**src/logic/sar_adc_pkg.sv**
```systemverilog
package sar_adc_pkg;
    localparam int         RESULT_W        = 10;
    localparam int         THRESH_W        = 8;
    localparam int         MODE_BIT        = 3;
    localparam logic [3:0] MODE_RESET      = 4'h0;
    localparam logic [9:0] RESULT_RESET    = 10'h000;
    localparam logic [7:0] THRESH_RESET    = 8'h00;
    localparam int         CONV_CYCLES     = 62;
    localparam int         COMP_CYCLES     = 8;
    localparam int         CYCLES_PER_BIT  = 6;
    localparam int         SETTLE_PHASE    = 4;
    localparam int         MACHINE_DIV     = 4;
    localparam logic [2:0] SEL_INPUT0      = 3'h0;
    localparam logic [2:0] SEL_INPUT1      = 3'h1;
    localparam logic [2:0] SEL_INPUT4      = 3'h4;
    localparam logic [2:0] SEL_INPUT5      = 3'h5;

    typedef enum logic [1:0] {
        ST_IDLE    = 2'b00,
        ST_CONVERT = 2'b01,
        ST_COMPARE = 2'b10
    } op_state_type;
endpackage : sar_adc_pkg

```
**src/logic/machine_cycle_divider.sv**
```systemverilog
module machine_cycle_divider
    import sar_adc_pkg::*;
#(
    parameter int DIV = MACHINE_DIV
)(
    input  wire logic i_clk,
    input  wire logic i_reset,
    output logic      o_tick
);
    logic [7:0] count_r;
    logic       wrap;

    assign wrap = (count_r == 8'(DIV - 1));

    always_ff @(posedge i_clk)
    begin
        if (i_reset)
        begin
            count_r <= 8'h00;
            o_tick  <= 1'b0;
        end
        else
        begin
            count_r <= wrap ? 8'h00 : count_r + 8'h01;
            o_tick  <= wrap;
        end
    end
endmodule : machine_cycle_divider

```
**src/logic/sar_adc_comparator_control.sv**
```systemverilog
module sar_adc_comparator_control
    import sar_adc_pkg::*;
#(
    parameter int DIV = MACHINE_DIV
)(
    input  wire logic       i_clk,
    input  wire logic       i_reset,
    input  wire logic       i_start_instr,
    input  wire logic       i_skip_test_instr,
    input  wire logic       i_write_mode_instr,
    input  wire logic       i_read_mode_instr,
    input  wire logic       i_read_high_instr,
    input  wire logic       i_read_low_instr,
    input  wire logic       i_write_threshold_instr,
    input  wire logic [3:0] i_acc_a,
    input  wire logic [3:0] i_reg_b,
    input  wire logic       i_irq_accept,
    input  wire logic       i_irq_enable,
    input  wire logic       i_dac_below_input,
    output logic            o_machine_cycle,
    output logic [3:0]      o_acc_a,
    output logic            o_acc_a_load,
    output logic [3:0]      o_reg_b,
    output logic            o_reg_b_load,
    output logic            o_skip,
    output logic            o_done_flag,
    output logic            o_irq_request,
    output logic            o_busy,
    output logic            o_compare_mode,
    output logic [2:0]      o_input_select,
    output logic            o_input_valid,
    output logic [9:0]      o_dac_code
);
    // valid analog input code
    function automatic logic input_code_valid(input logic [2:0] code);
        input_code_valid = (code == SEL_INPUT0) || (code == SEL_INPUT1) ||
                           (code == SEL_INPUT4) || (code == SEL_INPUT5);
    endfunction : input_code_valid

    op_state_type state_r;
    logic [3:0]   mode_r;
    logic [9:0]   result_r;
    logic [7:0]   threshold_r;
    logic [5:0]   count_r;
    logic [2:0]   phase_r;
    logic [3:0]   bit_r;
    logic         done_flag_r;
    logic         below_meta_r;
    logic         below_s_r;
    logic         tick;
    logic [6:0]   ticks_seen_r;
    logic         cmp_op_r;

    logic         cmp_mode;
    logic         start_ok;
    logic         conv_finish;
    logic         comp_finish;
    logic         vin_low;
    logic         set_ev;
    logic         clr_ev;
    logic         flag_nxt;
    logic         bit_in_range;
    logic [9:0]   bit_mask;
    logic [9:0]   dac_nxt;
    logic [7:0]   read_high_nxt;

    machine_cycle_divider #(
        .DIV (DIV)
    ) u_div (
        .i_clk   (i_clk),
        .i_reset (i_reset),
        .o_tick  (tick)
    );

    assign cmp_mode      = mode_r[MODE_BIT];
    assign start_ok      = i_start_instr && (state_r == ST_IDLE);
    assign conv_finish   = (state_r == ST_CONVERT) && tick && (count_r == 6'(CONV_CYCLES - 1));
    assign comp_finish   = (state_r == ST_COMPARE) && tick && (count_r == 6'(COMP_CYCLES - 1));
    assign vin_low       = !below_s_r;
    assign bit_in_range  = (bit_r < 4'(RESULT_W));
    assign bit_mask      = bit_in_range ? (10'h001 << bit_r) : 10'h000;
    assign set_ev        = conv_finish || (comp_finish && vin_low);
    assign clr_ev        = i_irq_accept || (i_skip_test_instr && done_flag_r);
    assign flag_nxt      = set_ev ? 1'b1 : (clr_ev ? 1'b0 : done_flag_r);
    assign dac_nxt       = cmp_mode ? {threshold_r, 2'b00} : result_r;
    assign read_high_nxt = cmp_mode ? threshold_r : result_r[9:2];

    // analog comparator output is asynchronous
    always_ff @(posedge i_clk)
    begin
        if (i_reset)
        begin
            below_meta_r <= 1'b0;
            below_s_r    <= 1'b0;
        end
        else
        begin
            below_meta_r <= i_dac_below_input;
            below_s_r    <= below_meta_r;
        end
    end

    always_ff @(posedge i_clk)
    begin
        if (i_reset)
            mode_r <= MODE_RESET;
        else if (i_write_mode_instr)
            mode_r <= i_acc_a;
    end

    always_ff @(posedge i_clk)
    begin
        if (i_reset)
            threshold_r <= THRESH_RESET;
        else if (i_write_threshold_instr && cmp_mode)
            threshold_r <= {i_reg_b, i_acc_a};
    end

    always_ff @(posedge i_clk)
    begin
        if (i_reset)
        begin
            state_r  <= ST_IDLE;
            count_r  <= 6'h00;
            phase_r  <= 3'h0;
            bit_r    <= 4'h0;
            cmp_op_r <= 1'b0;
        end
        else
        begin
            case (state_r)
                ST_IDLE:
                begin
                    if (start_ok)
                    begin
                        state_r  <= cmp_mode ? ST_COMPARE : ST_CONVERT;
                        cmp_op_r <= cmp_mode;
                        count_r  <= 6'h00;
                        phase_r  <= 3'h0;
                        bit_r    <= 4'(RESULT_W - 1);
                    end
                end
                ST_CONVERT:
                begin
                    if (conv_finish)
                        state_r <= ST_IDLE;
                    else if (tick)
                    begin
                        count_r <= count_r + 6'h01;
                        if (phase_r == 3'(CYCLES_PER_BIT - 1))
                        begin
                            phase_r <= 3'h0;
                            bit_r   <= bit_r - 4'h1;
                        end
                        else
                            phase_r <= phase_r + 3'h1;
                    end
                end
                ST_COMPARE:
                begin
                    if (comp_finish)
                        state_r <= ST_IDLE;
                    else if (tick)
                        count_r <= count_r + 6'h01;
                end
                default:
                    state_r <= ST_IDLE;
            endcase
        end
    end

    always_ff @(posedge i_clk)
    begin
        if (i_reset)
            result_r <= RESULT_RESET;
        else if (start_ok && !cmp_mode)
            result_r <= RESULT_RESET;
        else if ((state_r == ST_CONVERT) && tick && (phase_r == 3'h0))
            result_r <= result_r | bit_mask;
        else if ((state_r == ST_CONVERT) && tick && (phase_r == 3'(SETTLE_PHASE)) && !below_s_r)
            result_r <= result_r & ~bit_mask;
    end

    always_ff @(posedge i_clk)
    begin
        if (i_reset)
        begin
            done_flag_r   <= 1'b0;
            o_skip        <= 1'b0;
            o_irq_request <= 1'b0;
        end
        else
        begin
            done_flag_r   <= flag_nxt;
            o_skip        <= i_skip_test_instr && done_flag_r;
            o_irq_request <= flag_nxt && i_irq_enable;
        end
    end

    always_ff @(posedge i_clk)
    begin
        if (i_reset)
        begin
            o_acc_a      <= 4'h0;
            o_acc_a_load <= 1'b0;
            o_reg_b      <= 4'h0;
            o_reg_b_load <= 1'b0;
        end
        else
        begin
            o_acc_a_load <= i_read_mode_instr || i_read_high_instr || i_read_low_instr;
            o_reg_b_load <= i_read_high_instr;
            if (i_read_high_instr)
            begin
                o_acc_a <= read_high_nxt[3:0];
                o_reg_b <= read_high_nxt[7:4];
            end
            else if (i_read_low_instr)
                o_acc_a <= {result_r[1:0], 2'b00};
            else if (i_read_mode_instr)
                o_acc_a <= mode_r;
        end
    end

    always_ff @(posedge i_clk)
    begin
        if (i_reset)
        begin
            o_input_select  <= 3'h0;
            o_input_valid   <= 1'b0;
            o_dac_code      <= 10'h000;
            o_busy          <= 1'b0;
            o_compare_mode  <= 1'b0;
            o_done_flag     <= 1'b0;
            o_machine_cycle <= 1'b0;
        end
        else
        begin
            o_input_select  <= mode_r[2:0];
            o_input_valid   <= input_code_valid(mode_r[2:0]);
            o_dac_code      <= dac_nxt;
            o_busy          <= (state_r != ST_IDLE) && !conv_finish && !comp_finish;
            o_compare_mode  <= cmp_mode;
            o_done_flag     <= flag_nxt;
            o_machine_cycle <= tick;
        end
    end

    // helper: machine cycles spent busy since the last accepted start, held once idle
    always_ff @(posedge i_clk)
    begin
        if (i_reset)
            ticks_seen_r <= 7'h00;
        else if (start_ok)
            ticks_seen_r <= 7'h00;
        else if ((state_r != ST_IDLE) && tick)
            ticks_seen_r <= ticks_seen_r + 7'h01;
    end

    conv_length_a: assert property (@(posedge i_clk) disable iff (i_reset)
        conv_finish |=> (ticks_seen_r == 7'(CONV_CYCLES)) && (state_r == ST_IDLE))
        else $error("conversion did not end after 62 machine cycles");

    comp_length_a: assert property (@(posedge i_clk) disable iff (i_reset)
        comp_finish |=> (ticks_seen_r == 7'(COMP_CYCLES)) && !o_busy)
        else $error("comparator did not end after 8 machine cycles");

    start_clear_a: assert property (@(posedge i_clk) disable iff (i_reset)
        start_ok && !cmp_mode |=> result_r == RESULT_RESET)
        else $error("result not cleared at conversion start");

    busy_ignore_a: assert property (@(posedge i_clk) disable iff (i_reset)
        (state_r != ST_IDLE) && i_start_instr |=> ticks_seen_r >= $past(ticks_seen_r))
        else $error("start accepted while busy");

    flag_set_a: assert property (@(posedge i_clk) disable iff (i_reset)
        conv_finish |=> done_flag_r && o_done_flag)
        else $error("flag not set on conversion end");

    skip_clear_a: assert property (@(posedge i_clk) disable iff (i_reset)
        i_skip_test_instr && done_flag_r && !set_ev |=> o_skip && !done_flag_r)
        else $error("taken skip did not clear flag");

    low_read_a: assert property (@(posedge i_clk) disable iff (i_reset)
        i_read_low_instr && !i_read_high_instr |=> o_acc_a_load && (o_acc_a == {$past(result_r[1:0]), 2'b00}))
        else $error("low result read wrong");

    thresh_gate_a: assert property (@(posedge i_clk) disable iff (i_reset)
        i_write_threshold_instr && !cmp_mode |=> $stable(threshold_r))
        else $error("threshold written outside comparator mode");

    mode_write_a: assert property (@(posedge i_clk) disable iff (i_reset)
        i_write_mode_instr |=> mode_r == $past(i_acc_a) ##1 o_compare_mode == $past(mode_r[MODE_BIT]))
        else $error("mode register not loaded from accumulator");

    comp_flag_a: assert property (@(posedge i_clk) disable iff (i_reset)
        comp_finish && vin_low |=> done_flag_r)
        else $error("comparator flag not set on low input");

    high_read_a: assert property (@(posedge i_clk) disable iff (i_reset)
        i_read_high_instr && !cmp_mode |=> o_acc_a_load && o_reg_b_load &&
        ({o_reg_b, o_acc_a} == $past(result_r[9:2])))
        else $error("high result read wrong");

    irq_request_a: assert property (@(posedge i_clk) disable iff (i_reset)
        set_ev && i_irq_enable |=> o_irq_request)
        else $error("interrupt request not raised on completion");

    dac_thresh_a: assert property (@(posedge i_clk) disable iff (i_reset)
        cmp_mode |=> o_dac_code == {$past(threshold_r), 2'b00})
        else $error("DAC not driven from threshold");

    input_valid_a: assert property (@(posedge i_clk) disable iff (i_reset)
        o_input_valid |-> !o_input_select[1])
        else $error("unavailable input marked valid");

    trial_set_a: assert property (@(posedge i_clk) disable iff (i_reset)
        (state_r == ST_CONVERT) && tick && (phase_r == 3'h0)
        |=> (result_r & $past(bit_mask)) == $past(bit_mask))
        else $error("trial bit not set");

    trial_clear_a: assert property (@(posedge i_clk) disable iff (i_reset)
        (state_r == ST_CONVERT) && tick && (phase_r == 3'(SETTLE_PHASE)) && !below_s_r
        |=> (result_r & $past(bit_mask)) == 10'h000)
        else $error("trial bit kept with DAC above input");
endmodule : sar_adc_comparator_control

```
**config.mk**
```make
export PLATFORM = sky130hd
export DESIGN_NAME = sar_adc_comparator_control
export DESIGN_NICKNAME = d
export VERILOG_FILES = /design/src/logic/sar_adc_pkg.sv /design/src/logic/machine_cycle_divider.sv /design/src/logic/sar_adc_comparator_control.sv
export SDC_FILE = /design/constraint.sdc
export NUM_CORES = 1
export LEC_CHECK = 0
export ABC_AREA = 0
export BUFFER_PORTS_ARGS = -buffer_cell sky130_fd_sc_hd__buf_2
export CAP_MARGIN = 20
export CELL_PAD_IN_SITES_DETAIL_PLACEMENT = 0
export CELL_PAD_IN_SITES_GLOBAL_PLACEMENT = 2
export CORE_UTILIZATION = 37
export DETAILED_ROUTE_END_ITERATION = 6
export PLACE_DENSITY_LB_ADDON = 0.1
export SKIP_LAST_GASP = 1
export SYNTH_ARGS = -nofsm -noshare
export SYNTH_HDL_FRONTEND = slang
export SYNTH_SLANG_ARGS = --single-unit
```
**constraint.sdc**
```tcl
create_clock -name i_clk -period 4.1 [get_ports i_clk]
set_input_delay 0 -clock i_clk [delete_from_list [all_inputs] [get_ports i_clk]]
set_output_delay 0 -clock i_clk [all_outputs]
set_load 0.02 [all_outputs]
```
==> results of run 1 <==
[report_power, final]
part,total [µW],switching (µW),internal [µW]
sequential,806,23.6,783
combinational,192,108,83.9
clock,605,314,291
[area by class of cell]
type                       count  area (µm²)  share of cell area, %
inverter                      10        37.5                  0.934
clock inverter                 7        81.3                   2.02
sequential                    78        1560                   38.9
multi-input combinational    239        1610                   40.0
timing repair buffer          72         473                   11.8
clock buffer                   9         124                   3.08
tap                          105         131                   3.27
[metrics by stage]
stage	hold slack [ns]	cells	worst slack, ns	util, %
floorplan	0.122	345	2.13	-
global placement	0.208	482	2.02	42.9
detailed placement	0.209	482	1.89	42.9
CTS	0.0131	520	1.87	47.9
global route	0.0413	520	1.63	47.9
finish	0.0321	520	1.94	47.9
[critical path: cells and delay by family, from the launching register on]
kind | cells | cell delay, ns
flops | 1 | 0.34
fa+ha+maj | 1 | 0.41
simple gates | 3 | 1.09
mux | 1 | 0.15
buf+inv | 1 | 0.11
[how the worst max path moves through the flow]
stage | slack, ns | endpoint
floorplan | 2.13 | count_r[4]
global placement | 2.02 | count_r[4]
detailed placement | 1.89 | flop
CTS | 1.87 | flop
global route | 1.63 | flop
finish | 1.94 | flop
[per-layer routing]
layer / wire length (µm) / vias to the layer above
li1: - / 1364
met4: 81 / 0
met2: 3130 / 58
met3: 323 / 8
met1: 3740 / 1190
met5: 0 / -
[synthesized netlist by cell type (all sizes together) (3+ instances only)]
master    n  area (µm²)
buf       5        21.3
and3      5        31.3
ha       12         150
dfxtp    78        1560
nor2     42         158
inv      10        37.5
a2111oi   3        26.3
a21oi    15        75.1
nor2b    13        81.3
o21ai     6        30.0
nand4b    3        26.3
or4       3        22.5
o31ai     4        30.0
nand2    22        82.6
a211oi    6        45.0
nand4    13        81.3
o32ai     5        43.8
mux2i    25         250
nand2b    5        31.3
nand3    17        85.1
clkbuf   13        48.8
nor3b     3        22.5
xnor2     4        35.0
[placed cells by master (no fill, tap or decap), drive strengths merged, types with 3 or more instances in the layout]
master,count
or4,3
o21ai,6
nor2b,13
clkinv,3
nor3b,3
xnor2,4
a211oi,6
nand4,13
mux2i,25
nand4b,3
nor2,42
ha,12
a21oi,15
nand2b,5
and3,5
dfxtp,78
nand2,22
a2111oi,3
inv,13
o31ai,4
buf,50
nand3,17
dlygate4sd3,22
o32ai,5
clkbuf,9
[cells by family (layout without fill, tap and decap cells)]
family                   Yosys count  in the layout  synth area share [%]
multiplexers                      27             27                  8.32
flip-flops                        78             78                  47.6
AO/OA/AOI/OAI                     54             54                  11.7
XOR/XNOR                           6              6                  1.60
adder cells (fa/ha/maj)           12             12                  4.58
AND/OR/NAND/NOR                  140            140                  22.9
buffers and inverters             28             98                  3.28
==> impl_metrics.toml, run 1 <==
[timing]
hold_violations = 0
finalCritPeriodShare_pct = 52.6
finClkSkew_ns = 0.0113
max_freq_mhz = 463
setup_viol = 0
slew_viol_final = 0
final.min_clock_period_ns = 2.16
maxSlewHeadroom_pct = 37.8
tns_ns = 0
rsz0062_at_grt = "no"
max_slew.worst_pin.slew_ns = 0.931

[layout]
fill_cells = 832
layout-drive-gt1-share_pct = 18.1
postLayoutCellArea_um2 = 4020
nets = 442
area_delta_synth_final_pct = 22.6
diodes = 0

[routing]
drt-wirelength-per-cell_um = 14.0
firstDrtPassIters = 4
drt_first_iter_violations = 65
avgViaCountPerCell = 5.04
final_antenna_net_count = 0
route.detailed.drc = 0
wirelength_um = 7270
num_vias = 2620

[outcome]
status = "finished, final reports clean"

[setup_path]
timing.rr.start = "state_r[1]"
crit_type = "reg -> reg"
ff2ff_path_depth = 6
max_stage_delay_ns = 0.70
required_ns = 4.38
startpoint_type = "flop"
cp.arrival_ns = 2.44
crit_chain = "inv_1, ha_1, nor2b_1, nor4b_2, mux2i_1, nor2_1"
crit_fanout = 12
end_kind = "flop"
startpoint = "state_r[1]"
slowest_stage = "nor4b_2"
r2r_setup_slack_ns = 1.94

[floorplanning]
die_y_um = 96.1
floorplan.rows = 33
dieArea_um2 = 9240
die_x_um = 96.1
initial_core_util_pct = 39.1
coreArea_um2 = 8380
ioPinCount = 50

[grt]
grt_pass1_vias = 2501
top_usage_layer = "met2"
grt_use_met3_pct = 4.34
gr-usage-all-layers_pct = 16.9
grt_pass1_wl_um = 11900
grt_max_degree = 57
grt-ovfl-total = 0
antenna_found_initial = 0
grtUsageMet1_pct = 23.6
use_met2_pct = 25.1

[cts]
cts_setup_buffers = 0
h-tree-depth = 3
ctsHoldBuffers = 22
cts_buffers = 9
clockRootBuffer = "clkbuf_8"
clk_path_buf_depth = 2
clock-sinks = 78
clock_latency_ns = 0.36
cts_tree = "done"
cts.repair.resized = 0
clk_pin_slew_worst_paths_ns = 0.09

[flow_run]
maxCapViolCount = 0

[power_and_ir_drop]
p_leak_uw = 0.00164
ir_drop_mv = 0.196
power.density_nw_per_um2 = 399
total_power_uw = 1600

[yosys]
yosys_warnings = 0
syn_nets = 377
syn_avg_cell_area_um2 = 9.50
synth_edf_count = 0
yosysSeqAreaShare_pct = 47.6
synth_cell_type_count = 52
synthFlopType = "dfxtp_1"
synth_seq_cells = 78
synth.cell_area_um2 = 3280
async_flop_share_pct = 0
syn-instance-count = 345

[placement]
gp_congestion = 0.798
place_hpwl_um = 4780
port_buffers = 49
place_area_um2 = 3590

[hold_path]
min_from = "i_read_low_instr"
min_path_type = "in -> reg"
hold_end = "o_acc_a[3]"
holdPathStages = 4
Power figures use the tool's default switching activity.
==> run 2: changes to the inputs <==
--- a/config.mk
+++ b/config.mk
@@ -10,7 +10,7 @@
 export CAP_MARGIN = 20
 export CELL_PAD_IN_SITES_DETAIL_PLACEMENT = 0
 export CELL_PAD_IN_SITES_GLOBAL_PLACEMENT = 2
-export CORE_UTILIZATION = 37
+export CORE_UTILIZATION = 35
 export DETAILED_ROUTE_END_ITERATION = 6
 export PLACE_DENSITY_LB_ADDON = 0.1
 export SKIP_LAST_GASP = 1
==> constraint.sdc (replaced) <==
create_clock -name i_clk -period 2.15 [get_ports i_clk]
set_input_delay 0 -clock i_clk [delete_from_list [all_inputs] [get_ports i_clk]]
set_output_delay 0 -clock i_clk [all_outputs]
set_load 0.02 [all_outputs]
==> run 2 against run 1 <==
Non-clock buffer count up 8. Sequential power up 90%. Clock skew down 0.00079 ns. Hold slack worse by 0.0027 ns. Global-route usage down 0.43 points. Flip-flop and latch count unchanged. Core utilization down 1.7 points.
==> impl_metrics.toml, run 2 (synthesis results as in run 1) <==
[outcome]
status = "finished, final reports clean"

[cts]
clock-sinks = 78
cts_setup_buffers = 0
clk_path_buf_depth = 2
clk_pin_slew_worst_paths_ns = 0.08
cts_buffers = 9
clockRootBuffer = "clkbuf_8"
h-tree-depth = 3
clock_latency_ns = 0.35
cts_tree = "done"

[timing]
max_slew.worst_pin.slew_ns = 0.523
finalCritPeriodShare_pct = 94.7
finClkSkew_ns = 0.0105
setup_viol = 0
maxSlewHeadroom_pct = 65.1
final.min_clock_period_ns = 2.04
hold_violations = 0
rsz0062_at_grt = "no"
max_freq_mhz = 491
slew_viol_final = 0
tns_ns = 0

[routing]
drt-wirelength-per-cell_um = 14.1
route.detailed.drc = 0
drt_first_iter_violations = 40
final_antenna_net_count = 0
firstDrtPassIters = 4
avgViaCountPerCell = 4.99
num_vias = 2652
wirelength_um = 7470

[flow_run]
maxCapViolCount = 0

[floorplanning]
die_y_um = 98.8
initial_core_util_pct = 36.9
floorplan.rows = 34
dieArea_um2 = 9760
die_x_um = 98.8
ioPinCount = 50
coreArea_um2 = 8890

[layout]
layout-drive-gt1-share_pct = 20.6
nets = 450
diodes = 0
layout_commonest_cell = "dfxtp_1"
area_delta_synth_final_pct = 25.4
final_util_pct = 46.2
final_cell_mix = "dfxtp_1 (76), buf_2 (49), nor2_1 (42), mux2i_1 (25), nand2_1 (22)"

[grt]
grt_pass1_wl_um = 12700
grt_max_degree = 30
grt-ovfl-total = 0
grt_pass1_vias = 2617
antenna_found_initial = 0
gr-usage-all-layers_pct = 16.5

[setup_path]
end_kind = "flop"
cp.arrival_ns = 2.30
crit_type = "reg -> reg"
required_ns = 2.41
crit_fanout = 10
startpoint_type = "flop"

[hold_path]
min_path_type = "in -> reg"

[power_and_ir_drop]
p_leak_uw = 0.00169
ir_drop_mv = 0.365
power.density_nw_per_um2 = 774

[placement]
gp_congestion = 0.796
place_hpwl_um = 5040
port_buffers = 49
==> run 2: layer usage <==
metal  up-vias  share of wire, %  global-route usage [%]
li1       1384                 -                       -
met5         -                 0                       0
met1      1218                50                    22.0
met4         0              0.91                    4.82
met3         6               3.8                    4.89
met2        44                45                    25.8
==> run 2: critical path, stage by stage, from the launching register on <==
cell and delay, ns:
dfxtp_2 0.36, inv_1 0.07, ha_1 0.33, a211o_4 0.39, or4b_4 0.53, o32ai_1 0.27
==> run 2: cell type report <==
class	count	area, µm²
well taps	108	135
flip-flops and latches	78	1560
repair buffers	80	531
multi-input cells	239	1610
inverters	10	37.5
clock buffers	10	138
fillers	879	4780
clock inverters	6	93.8
==> run 2: power by group <==
group / leakage [µW] / total, µW / internal (µW) / switching, µW
Combinational: 0.000941 / 395 / 177 / 217
Sequential: 0.000635 / 1530 / 1490 / 37.3
Clock: 0.000113 / 1260 / 693 / 562
==> run 2: timing repair <==
action                                  in CTS  in global routing
gates resized for setup                      0                  3
endpoints found under the setup margin       0                  1
endpoints found under the hold margin       18                  0
hold buffers                                21                  0
==> run 2: per-stage QoR <==
step	setup WS (ns)	total power [µW]	hold slack (ns)	area (µm²)	std cells
floorplan	0.177	1810	0.122	3280	345
global placement	0.156	1930	0.210	3660	494
detailed placement	0.0932	1930	0.208	3660	494
CTS	0.0762	3230	0.00424	4110	531
global route	0.0244	3350	0.0384	4110	531
finish	0.113	3180	0.0294	4110	531
==> run 2: final timing paths <==
kind,slack [ns],endpoint,depth (start not counted),start
setup / recovery,0.11,count_r[4],5,state_r[0]
setup reg to reg,0.11,count_r[4],5,state_r[0]
hold / removal,0.03,o_acc_a_load,3,i_read_low_instr
hold reg to reg,0.45,below_s_r,1,below_meta_r
==> run 3: changes to the inputs <==
--- a/config.mk
+++ b/config.mk
@@ -10,9 +10,11 @@
 export CAP_MARGIN = 20
 export CELL_PAD_IN_SITES_DETAIL_PLACEMENT = 0
 export CELL_PAD_IN_SITES_GLOBAL_PLACEMENT = 2
+export CORE_ASPECT_RATIO = 1.4
 export CORE_UTILIZATION = 35
 export DETAILED_ROUTE_END_ITERATION = 6
 export PLACE_DENSITY_LB_ADDON = 0.1
+export REMOVE_ABC_BUFFERS = 1
 export SKIP_LAST_GASP = 1
 export SYNTH_ARGS = -nofsm -noshare
 export SYNTH_HDL_FRONTEND = slang
==> run 3 against run 2 <==
Critical endpoint unchanged. Combinational power is 3% lower. Die area is essentially flat. Core utilization down 0.80 points. Final cell count down 1.9%. Hold slack worse by 0.017 ns. Power is 8.1% higher. Via count increased by 0.79%. Maximum frequency decreased by 1.3%. Sequential power about the same. Flip-flop and latch count unchanged.
==> impl_metrics.toml, run 3 (synthesis results as in run 1) <==
[outcome]
status = "finished, final reports clean"

[setup_path]
r2r_setup_slack_ns = 0.09
startpoint_type = "flop"
timing.rr.start = "state_r[0]"
timing.rr.end = "count_r[4]"
cp.arrival_ns = 2.30
startpoint = "state_r[0]"
end_kind = "flop"
required_ns = 2.39
crit_fanout = 10
crit_type = "reg -> reg"
crit_end = "count_r[4]"
ff2ff_path_depth = 5

[layout]
layout-drive-gt1-share_pct = 20.3
final_cell_mix = "dfxtp_1 (78), buf_2 (49), nor2_1 (42), mux2i_1 (25), nand2_1 (22)"
postLayoutCellArea_um2 = 4100
layout_commonest_cell = "dfxtp_1"
fill_cells = 916
nets = 441
multi_input_area_um2 = 1620
diodes = 0
final_cells = 521
seqCellArea_um2 = 1560
area_delta_synth_final_pct = 25.1

[grt]
antenna_found_initial = 0
grt_pass1_wl_um = 12400
gr-usage-all-layers_pct = 16.3
grt_max_degree = 38
grt_pass1_vias = 2521
grt-ovfl-total = 0

[timing]
fin_ws_ns = 0.0865
final.min_clock_period_ns = 2.06
hold_slack_ns = 0.0127
max_slew.worst_pin.slew_ns = 0.618
rsz0062_at_grt = "no"
tns_ns = 0
setup_viol = 0
maxSlewHeadroom_pct = 58.7
hold_violations = 0
finalCritPeriodShare_pct = 96.0
slew_viol_final = 0
finClkSkew_ns = 0.00632
max_freq_mhz = 485

[routing]
wl_met1_um = 3380
drt_first_iter_violations = 71
num_vias = 2673
route.detailed.drc = 0
firstDrtPassIters = 4
wirelength_um = 7840
avgViaCountPerCell = 5.13
final_antenna_net_count = 0
wl_met2_um = 4140
drt-wirelength-per-cell_um = 15.0
highest_layer = "met4"
wl_met3_um = 208

[placement]
port_buffers = 49
place_ws_ns = 0.0945
place_area_um2 = 3670
gp_congestion = 0.763
dp_cells = 493
place_hpwl_um = 5620

[floorplanning]
dieArea_um2 = 9760
die_y_um = 117
initial_core_util_pct = 36.3
coreArea_um2 = 9030
ioPinCount = 50
floorplan.rows = 41
die_x_um = 83.8

[hold_path]
min_path_type = "in -> reg"
min_from = "i_write_mode_instr"

[cts]
clk_pin_slew_worst_paths_ns = 0.06
clock_latency_ns = 0.33
clockRootBuffer = "clkbuf_16"
clk_path_buf_depth = 2
clock-sinks = 78
cts_tree = "done"
h-tree-depth = 3
cts_buffers = 9

[power_and_ir_drop]
p_leak_uw = 0.00170
power.density_nw_per_um2 = 838
ir_drop_mv = 0.462

[flow_run]
maxCapViolCount = 0
[run 3: stage by stage]
stage / total power (µW) / util, %
finish: 3440 / 45.4
global route: 3600 / 45.4
CTS: 3490 / 45.3
detailed placement: 1940 / 40.7
global placement: 1930 / 40.7
floorplan: 1780 / -
[run 3: where the power goes]
group	internal [µW]	switching [µW]	total [µW]
logic	167	216	383
registers	1490	43.3	1540
clock network	931	587	1520
total	2590	846	3440
[run 3: worst min-delay path by stage]
| stage | cells after the start | slack [ns] | end |
|---|---|---|---|
| global route | 3 | 0.03 | mode_r[1] |
| CTS | 3 | 0.008 | state_r[1] |
| floorplan | 1 | 0.07 | o_input_valid |
| detailed placement | 2 | 0.22 | o_irq_request |
| finish | 3 | 0.01 | mode_r[0] |
| global placement | 2 | 0.22 | o_irq_request |
[run 3: what timing repair did]
item / 4_1_cts / 5_1_grt
hold endpoints to repair: 16 / 0
hold buffers: 12 / 0
setup buffers: 0 / 0
gates resized for setup: 0 / 1
endpoints found under the setup margin: 0 / 1
[run 3: cell type report]
class / instances / share of cell area (%)
Clock buffer: 11 / 5.92
Sequential cell: 78 / 38.1
Clock inverter: 5 / 1.37
Inverter: 10 / 0.915
Timing Repair Buffer: 71 / 11.0
Tap cell: 107 / 3.26
Multi-Input combinational cell: 239 / 39.4
[run 3: critical path: stages, from the launching register on]
cell	delay, ns
dfxtp_1	0.36
inv_1	0.09
ha_1	0.33
a211o_4	0.39
or4b_4	0.53
o32ai_2	0.27
[run 3: routing by layer]
metal	up-vias	GRT usage [%]
li1	1367	-
met1	1256	18.0
met2	41	30.2
met3	9	3.11
met4	0	7.68
met5	-	0
